$ cat src/fwr_map.svh
/*
  timing constants and field positions for the flash write/reset host controller.
  assumes a 10 MHz system clock; counts are derived from printed times.
*/
`ifndef FWR_MAP_SVH
`define FWR_MAP_SVH
`define FWR_CLK_NS 100
`define FWR_WP_NS 45
`define FWR_WPH_NS 15
`define FWR_CYC_NS 60
`define FWR_RST_REC_NS 150
`define FWR_WREC_NS 30
`define FWR_ACC_SU_NS 200
`define FWR_RST_LOW_NS 100
`define FWR_RESUME_US 500
`define FWR_CHIP_ERASE_S 350
`define FWR_CEIL(t) (((t) + `FWR_CLK_NS - 1) / `FWR_CLK_NS)
`define FWR_WP_CYC `FWR_CEIL(`FWR_WP_NS)
`define FWR_WPH_CYC `FWR_CEIL(`FWR_WPH_NS)
`define FWR_CYC_CYC `FWR_CEIL(`FWR_CYC_NS)
`define FWR_RST_REC_CYC `FWR_CEIL(`FWR_RST_REC_NS)
`define FWR_WREC_CYC `FWR_CEIL(`FWR_WREC_NS)
`define FWR_ACC_SU_CYC `FWR_CEIL(`FWR_ACC_SU_NS)
`define FWR_RST_LOW_CYC `FWR_CEIL(`FWR_RST_LOW_NS)
`define FWR_RESUME_CYC `FWR_CEIL(`FWR_RESUME_US * 1000)
`define FWR_DONE_BIT 7
`endif

$ cat src/fwr_pkg.sv
/*
  types for the flash write/reset host controller.
  assumes fwr_map.svh is on the include path.
*/
package fwr_pkg;
  typedef enum logic [2:0]
  {
    FWR_OP_WRITE,
    FWR_OP_READ,
    FWR_OP_RESET,
    FWR_OP_SUSPEND,
    FWR_OP_RESUME
  } fwr_op_t;
  typedef enum logic [1:0]
  {
    FWR_POLL_NONE,
    FWR_POLL_OK,
    FWR_POLL_TIMEOUT
  } fwr_poll_t;
endpackage : fwr_pkg

$ cat src/fwr_tmr_if.sv
/*
  carries load/expire of one down counter between the controller and its timers.
  assumes one clock domain.
*/
`timescale 1ns/10ps
interface fwr_tmr_if #(parameter int W = 32);
  logic load;
  logic [W-1:0] value;
  logic expired;
  modport ctl (output load, output value, input expired);
  modport tmr (input load, input value, output expired);
endinterface : fwr_tmr_if

$ cat src/fwr_timer.sv
/*
  down counter: loads a cycle count, reports expiry when it reaches zero.
  assumes synchronous load pulse from the controller.
*/
`timescale 1ns/10ps
module fwr_timer #(
  parameter int W = 32
) (
  // clock and reset
  input wire logic clk,
  input wire logic rst_b,
  // control
  fwr_tmr_if.tmr t
);
  logic [W-1:0] cnt_r;

  always_ff @(posedge clk or negedge rst_b)
  begin
    if (!rst_b)
      cnt_r <= '0;
    else if (t.load)
      cnt_r <= t.value;
    else if (cnt_r != '0)
      cnt_r <= cnt_r - 1'b1;
  end

  assign t.expired = (cnt_r == '0);
endmodule : fwr_timer

$ cat src/fwr_host.sv
/*
  host controller driving an asynchronous parallel flash through its pins:
  write strobes, status reads, reset pin, accelerate pin and ready/busy polling.
  assumes flash pins are sampled synchronously to clk; dq is split into in/out/enable.
*/
`timescale 1ns/10ps
`include "fwr_map.svh"
module fwr_host #(
  parameter int DW = 16,
  parameter int AW = 21,
  parameter int TW = 32,
  parameter logic [TW-1:0] RESUME_CYC = TW'(`FWR_RESUME_CYC),
  parameter logic [TW-1:0] TIMEOUT_CYC = TW'(`FWR_CHIP_ERASE_S) * TW'(10000000)
) (
  // clock and reset
  input wire logic clk,
  input wire logic rst_b,
  // user command port
  input wire logic cmd_valid,
  output logic cmd_ready,
  input wire fwr_pkg::fwr_op_t cmd_op,
  input wire logic [AW-1:0] cmd_addr,
  input wire logic [DW-1:0] cmd_data,
  input wire logic cmd_starts_op,
  input wire logic cmd_accel,
  output logic rsp_valid,
  output logic [DW-1:0] rsp_data,
  output fwr_pkg::fwr_poll_t rsp_poll,
  output logic busy,
  // flash pins
  output logic [AW-1:0] fl_addr,
  input wire logic [DW-1:0] fl_dq_in,
  output logic [DW-1:0] fl_dq_out,
  output logic fl_dq_oe,
  output logic fl_ce_b,
  output logic fl_we_b,
  output logic fl_oe_b,
  output logic fl_rst_b,
  output logic protect_accel_pin,
  input wire logic ready_busy_out
);
  typedef enum logic [3:0]
  {
    ST_PWRUP,
    ST_RECOVER,
    ST_IDLE,
    ST_WSETUP,
    ST_WLOW,
    ST_WHIGH,
    ST_RLOW,
    ST_RHIGH,
    ST_POLL,
    ST_RST
  } fwr_st_t;

  fwr_st_t st_r;
  fwr_pkg::fwr_op_t op_r;
  logic pend_r;
  logic cmd_starts_op_r;
  logic accel_r;

  fwr_tmr_if #(.W(TW)) ph ();
  fwr_tmr_if #(.W(TW)) to ();
  fwr_tmr_if #(.W(TW)) rs ();

  fwr_timer #(.W(TW)) u_phase (.clk(clk), .rst_b(rst_b), .t(ph));
  fwr_timer #(.W(TW)) u_tout (.clk(clk), .rst_b(rst_b), .t(to));
  fwr_timer #(.W(TW)) u_resume (.clk(clk), .rst_b(rst_b), .t(rs));

  // ----------------------------------------
  // handshake
  // ----------------------------------------
  assign cmd_ready = (st_r == ST_IDLE) && !pend_r && ph.expired &&
    !(cmd_op == fwr_pkg::FWR_OP_SUSPEND && !rs.expired);
  assign busy = pend_r;

  // ----------------------------------------
  // sequencer
  // ----------------------------------------
  always_ff @(posedge clk or negedge rst_b)
  begin
    if (!rst_b)
      st_r <= ST_PWRUP;
    else
    begin
      case (st_r)
        ST_PWRUP, ST_RST:
          if (ph.expired)
            st_r <= ST_RECOVER;
        ST_RECOVER:
          if (ph.expired)
            st_r <= ST_IDLE;
        ST_IDLE:
          if (pend_r && ph.expired)
            st_r <= ST_POLL;
          else if (cmd_valid && cmd_ready)
          begin
            case (cmd_op)
              fwr_pkg::FWR_OP_READ: st_r <= ST_RLOW;
              fwr_pkg::FWR_OP_RESET: st_r <= ST_RST;
              default: st_r <= ST_WSETUP;
            endcase
          end
        ST_WSETUP:
          if (ph.expired)
            st_r <= ST_WLOW;
        ST_WLOW:
          if (ph.expired)
            st_r <= ST_WHIGH;
        ST_WHIGH:
          if (ph.expired)
            st_r <= ST_IDLE;
        ST_RLOW:
          if (ph.expired)
            st_r <= ST_RHIGH;
        ST_RHIGH:
          if (ph.expired)
            st_r <= ST_IDLE;
        ST_POLL:
          if (ready_busy_out || to.expired)
            st_r <= ST_RECOVER;
        default:
          st_r <= ST_IDLE;
      endcase
    end
  end

  // ----------------------------------------
  // phase timer loads
  // ----------------------------------------
  always_comb
  begin
    ph.load = 1'b0;
    ph.value = '0;
    case (st_r)
      ST_IDLE:
        if (!pend_r && cmd_valid && cmd_ready)
        begin
          ph.load = 1'b1;
          if (cmd_op == fwr_pkg::FWR_OP_READ)
            ph.value = TW'(`FWR_CYC_CYC);
          else if (cmd_op == fwr_pkg::FWR_OP_RESET)
            ph.value = TW'(`FWR_RST_LOW_CYC);
          else
            ph.value = cmd_accel ? TW'(`FWR_ACC_SU_CYC) : TW'(1);
        end
      ST_PWRUP, ST_RST:
        if (ph.expired)
        begin
          ph.load = 1'b1;
          ph.value = TW'(`FWR_RST_REC_CYC);
        end
      ST_POLL:
        if (ready_busy_out || to.expired)
        begin
          ph.load = 1'b1;
          ph.value = TW'(`FWR_RST_REC_CYC);
        end
      ST_WSETUP:
        if (ph.expired)
        begin
          ph.load = 1'b1;
          ph.value = TW'(`FWR_WP_CYC);
        end
      ST_WLOW:
        if (ph.expired)
        begin
          ph.load = 1'b1;
          ph.value = TW'(`FWR_WPH_CYC) > TW'(`FWR_WREC_CYC) ?
            TW'(`FWR_WPH_CYC) : TW'(`FWR_WREC_CYC);
        end
      ST_RLOW:
        if (ph.expired)
        begin
          ph.load = 1'b1;
          ph.value = TW'(`FWR_WPH_CYC);
        end
      default:
      begin
        ph.load = 1'b0;
        ph.value = '0;
      end
    endcase
  end

  // ----------------------------------------
  // operation tracking and timeout
  // ----------------------------------------
  always_ff @(posedge clk or negedge rst_b)
  begin
    if (!rst_b)
      op_r <= fwr_pkg::FWR_OP_WRITE;
    else if (st_r == ST_IDLE && cmd_valid && cmd_ready)
      op_r <= cmd_op;
  end

  always_ff @(posedge clk or negedge rst_b)
  begin
    if (!rst_b)
      pend_r <= 1'b0;
    else if (st_r == ST_RST)
      pend_r <= 1'b0;
    else if (st_r == ST_WHIGH && ph.expired && cmd_starts_op_r)
      pend_r <= 1'b1;
    else if (st_r == ST_POLL && (ready_busy_out || to.expired))
      pend_r <= 1'b0;
  end

  always_ff @(posedge clk or negedge rst_b)
  begin
    if (!rst_b)
      cmd_starts_op_r <= 1'b0;
    else if (st_r == ST_IDLE && cmd_valid && cmd_ready)
      cmd_starts_op_r <= cmd_starts_op || cmd_op == fwr_pkg::FWR_OP_SUSPEND ||
        cmd_op == fwr_pkg::FWR_OP_RESUME;
  end

  assign to.load = (st_r == ST_WHIGH) && ph.expired && cmd_starts_op_r;
  assign to.value = TIMEOUT_CYC;

  assign rs.load = (st_r == ST_WHIGH) && ph.expired && (op_r == fwr_pkg::FWR_OP_RESUME);
  assign rs.value = RESUME_CYC;

  // ----------------------------------------
  // accelerate pin
  // ----------------------------------------
  always_ff @(posedge clk or negedge rst_b)
  begin
    if (!rst_b)
      accel_r <= 1'b0;
    else if (st_r == ST_IDLE && cmd_valid && cmd_ready && cmd_op != fwr_pkg::FWR_OP_READ)
      accel_r <= cmd_accel;
    else if (st_r == ST_POLL && (ready_busy_out || to.expired))
      accel_r <= 1'b0;
  end
  assign protect_accel_pin = accel_r;

  // ----------------------------------------
  // pin drive
  // ----------------------------------------
  always_ff @(posedge clk or negedge rst_b)
  begin
    if (!rst_b)
    begin
      fl_addr <= '0;
      fl_dq_out <= '0;
    end
    else if (st_r == ST_IDLE && cmd_valid && cmd_ready)
    begin
      fl_addr <= cmd_addr;
      fl_dq_out <= cmd_data;
    end
  end

  assign fl_rst_b = !(st_r == ST_PWRUP || st_r == ST_RST);
  assign fl_ce_b = !(st_r == ST_WSETUP || st_r == ST_WLOW || st_r == ST_RLOW);
  assign fl_we_b = (st_r != ST_WLOW);
  assign fl_oe_b = (st_r != ST_RLOW);
  assign fl_dq_oe = (st_r == ST_WSETUP || st_r == ST_WLOW);

  // ----------------------------------------
  // response
  // ----------------------------------------
  always_ff @(posedge clk or negedge rst_b)
  begin
    if (!rst_b)
    begin
      rsp_valid <= 1'b0;
      rsp_data <= '0;
      rsp_poll <= fwr_pkg::FWR_POLL_NONE;
    end
    else
    begin
      rsp_valid <= 1'b0;
      if (st_r == ST_RLOW && ph.expired)
      begin
        rsp_valid <= 1'b1;
        rsp_data <= fl_dq_in;
        rsp_poll <= fwr_pkg::FWR_POLL_NONE;
      end
      else if (st_r == ST_POLL && (ready_busy_out || to.expired))
      begin
        rsp_valid <= 1'b1;
        rsp_poll <= ready_busy_out ? fwr_pkg::FWR_POLL_OK : fwr_pkg::FWR_POLL_TIMEOUT;
      end
    end
  end
endmodule : fwr_host

$ cat config.mk
export PLATFORM = sky130hd
export DESIGN_NAME = fwr_host
export DESIGN_NICKNAME = d
export VERILOG_FILES = /design/src/fwr_pkg.sv /design/src/fwr_tmr_if.sv /design/src/fwr_timer.sv /design/src/fwr_host.sv
export VERILOG_INCLUDE_DIRS = /design/src
export SDC_FILE = /design/constraint.sdc
export NUM_CORES = 1
export LEC_CHECK = 0
export ABC_AREA = 1
export BUFFER_PORTS_ARGS = -buffer_cell sky130_fd_sc_hd__buf_4
export CORE_MARGIN = 2
export CORE_UTILIZATION = 63
export CTS_CLUSTER_DIAMETER = 50
export DETAILED_ROUTE_END_ITERATION = 12
export PLACE_DENSITY = 0.93
export SYNTH_ARGS = -nofsm -noshare
export SYNTH_HDL_FRONTEND = slang
export SYNTH_HIERARCHICAL = 1
export SYNTH_SLANG_ARGS = --single-unit
$ cat constraint.sdc
create_clock -name clk -period 9.2 [get_ports clk]
set_clock_uncertainty 0.05 [all_clocks]
set_input_delay 0.46 -clock clk [delete_from_list [all_inputs] [get_ports clk]]
set_output_delay 0.46 -clock clk [all_outputs]
set_load 0.01 [all_outputs]
==> impl_metrics.env <==
export IMPL_status="finished, final reports clean"
export IMPL_rrSetupSlack_ns=4.95
export IMPL_vias=9013
export IMPL_die_w_um=127
export IMPL_post_synth_inst_count=1308
export IMPL_drtIter0Drc=706
export IMPL_clk_path_buf_depth=2
export IMPL_hold_ws_ns=0.0376
export IMPL_cts_buffers=17
export IMPL_crit_fanout=35
export IMPL_drc=0
export IMPL_startpoint_type="register"
export IMPL_fin_crit_sh_pct=46.2
export IMPL_drive_above_1_share_pct=16.5
export IMPL_clk_latency_ns=0.44
export IMPL_vdd_ir_drop_max_mv=0.138
export IMPL_grt_ovfl_total=0
export IMPL_tightest_slew_ns=1.03
export IMPL_power_share_switching_pct=26.9
export IMPL_postCtsHoldBufs=0
export IMPL_ys_top_cells_by_area="dfrtp_1, nand2_1, nor2_1"
export IMPL_tns_ns=0
export IMPL_dp_final_hpwl_um=17000
export IMPL_cts_resized=0
export IMPL_gp_congestion=0.942
export IMPL_io_pins=126
export IMPL_ff2ff_path_depth=14
export IMPL_combPwrFrac_pct=7.4
export IMPL_vias_per_cell=5.25
export IMPL_critPathKind="reg2reg"
export IMPL_avgSynthCellArea_sq_um=7.27
export IMPL_muxShareOfSynthArea_pct=1.89
export IMPL_intPower_uw=1170
export IMPL_drtAntennaViolNets=0
export IMPL_period_needed_ns=4.25
export IMPL_rows=44
export IMPL_synth_distinct_cells=42
export IMPL_cts_tree="done"
export IMPL_pwr_share_seq_pct=47.3
export IMPL_io_buffers=125
export IMPL_leakagePower_uw=0.00581
export IMPL_ys_dominant_reg_cell="dfrtp_1"
export IMPL_switchingPower_uw=432
export IMPL_synth_edff_count=0
export IMPL_grt_antenna_before_repair=0
export IMPL_die_height_um=127
export IMPL_synth_top_area_share_pct=42.6
export IMPL_max_slew_margin_pct=30.9
export IMPL_worst_ep_arrival_time_ns=4.51
export IMPL_ys_ff_latch=162
export IMPL_cp_required_ns=9.46
export IMPL_grt_first_pass_wirelength_um=40300
export IMPL_root_buffer="clkbuf_16"
export IMPL_post_cts_setup_buffers=0
export IMPL_synthTopCellsByCount="nand2_1, nor2_1, dfrtp_1, inv_1, nand3_1"
export IMPL_die_area_sq_mm=0.0161
export IMPL_layout_cells_non_filler=1718
export IMPL_grt_pass1_vias=8703
export IMPL_yosysSeqAreaShare_pct=42.6
export IMPL_dpl_cell_count=1686
export IMPL_wl_per_cell_um=14.0
export IMPL_p_per_area_mw_per_mm2=140
export IMPL_clkTransAtPathRegs_ns=0.07
export IMPL_drt_pass1_iterations=6
export IMPL_yosys_area_top_type="dfrtp_1"
export IMPL_fin_nets=1586
export IMPL_yosys_cell_count_top_type="nand2_1"
export IMPL_synth_xor_area_share_pct=4.33
export IMPL_synth_compound_area_share_pct=6.71
export IMPL_reg2reg_from="u_phase/cnt_r[0]"
export IMPL_drv_cap=0
export IMPL_setup_viol=0
export IMPL_multi_input_area_sq_mm=0.00523
export IMPL_cp_end_kind="register"
export IMPL_yosys_warnings=6
export IMPL_startpoint="u_phase/cnt_r[0]"
export IMPL_htreeDepth=4
export IMPL_wl_um=24000
export IMPL_rsz0062_at_grt="no"
export IMPL_async_flop_share_pct=100
export IMPL_start_util_pct=65.0
export IMPL_antenna_cells=0
export IMPL_clkSinkCount=162
export IMPL_final_seq_area_sq_mm=0.00405
export IMPL_core_sq_mm=0.0146
export IMPL_synth_fa_ha_area_share_pct=0.395
export IMPL_final_hold_violation_count=0
export IMPL_clockPowerShare_pct=45.4
export IMPL_area_growth_pct=20.9
export IMPL_grtUsageTotal_pct=31.1
export IMPL_worstReg2RegEnd="u_tout/cnt_r[25]"
export IMPL_fill_cells=993
export IMPL_yosys_area_share_simple_pct=38.0
export IMPL_finalMaxSlewViolations=0
export IMPL_synth_top_family_by_area="simple AND/OR/NAND/NOR gates"
export IMPL_fmax_mhz=235
export IMPL_hp_class="in2async"
export IMPL_syn_area_sq_mm=0.00951
export IMPL_grt_max_degree=89
-- stage by stage --
stage	power (uW)	util, %	worst slack, ns	cell area, sq um
floorplan	834	-	6.24	9860
global placement	883	74.4	5.22	10900
detailed placement	887	74.4	5.06	10900
CTS	1610	78.5	4.98	11500
global route	1660	78.5	4.53	11500
finish	1600	78.5	4.95	11500
-- flip-flops by register name, indices dropped and copies added (netlist names) --
name and cells:
u_resume/cnt_r 32, cmd_starts_op_r 1, op_r 3, st_r 4, fl_addr 21, u_tout/cnt_r 32, rsp_valid 1, busy 1
protect_accel_pin 1, fl_dq_out 16, rsp_data 16, u_phase/cnt_r 32, rsp_poll 2
-- critical path, cell delays in order, from the launching register on --
cell and delay (ns):
dfrtp_1 0.39, inv_1 0.11, ha_1 0.24, nand2_4 0.11
nor2_8 0.18, nand4_1 0.13, nor3_1 0.44, nand2_1 0.23
nor3_1 0.26, nand2_1 0.14, inv_1 0.77, inv_1 0.54
or2_2 0.43, nand2_1 0.07, a21oi_1 0.04
-- power by group through the flow --
stage / combinational (uW) / clock, uW / sequential (uW)
final: 118 / 728 / 758
after global routing: 136 / 766 / 761
after CTS: 118 / 738 / 757
after detailed placement: 117 / 0 / 771
after global placement: 113 / 0 / 769
after floorplan: 69.0 / 0 / 765
-- worst max path at each step --
stage | to | slack, ns
2_1_floorplan | u_phase/cnt_r[26] | 6.24
3_3_place_gp | u_phase/cnt_r[28] | 5.22
3_5_place_dp | u_tout/cnt_r[27] | 5.06
4_1_cts | u_tout/cnt_r[25] | 4.98
5_1_grt | u_tout/cnt_r[25] | 4.53
6_report | u_tout/cnt_r[25] | 4.95
-- layer usage --
layer  track usage (%)  share of wire (%)
met2              51.7                 49
met1              40.0                 42
met4              12.1                2.3
met3              6.87                6.4
met5                 0                  0
-- cell usage in the layout (no fill, tap or decap), drive strengths merged, types with 16 or more instances in the layout --
| cell type | n |
|---|---|
| nand4 | 19 |
| conb | 94 |
| buf | 128 |
| dfrtp | 162 |
| xnor2 | 18 |
| nand3 | 71 |
| xor2 | 29 |
| clkbuf | 17 |
| o21ai | 82 |
| nand2 | 486 |
| mux2 | 16 |
| nor2 | 236 |
| inv | 111 |
-- cell type report --
cell class / count / area share [%]
clock buffer: 17 / 3.70
tap: 184 / 2.00
clock inverter: 15 / 1.63
inverter: 106 / 3.55
multi-input combinational: 1106 / 45.5
timing repair buffer: 128 / 8.39
sequential: 162 / 35.2
-- kinds of logic after synthesis --
family / after synthesis
muxes: 16
xor gates and xnor gates: 47
and+or+nand+nor: 836
other: 2
adders and majority gates: 3
AOI/OAI and AO/OA: 110
buffers and inverters: 132
DFF: 162
Note: power is estimated with default switching activity, not from simulation.
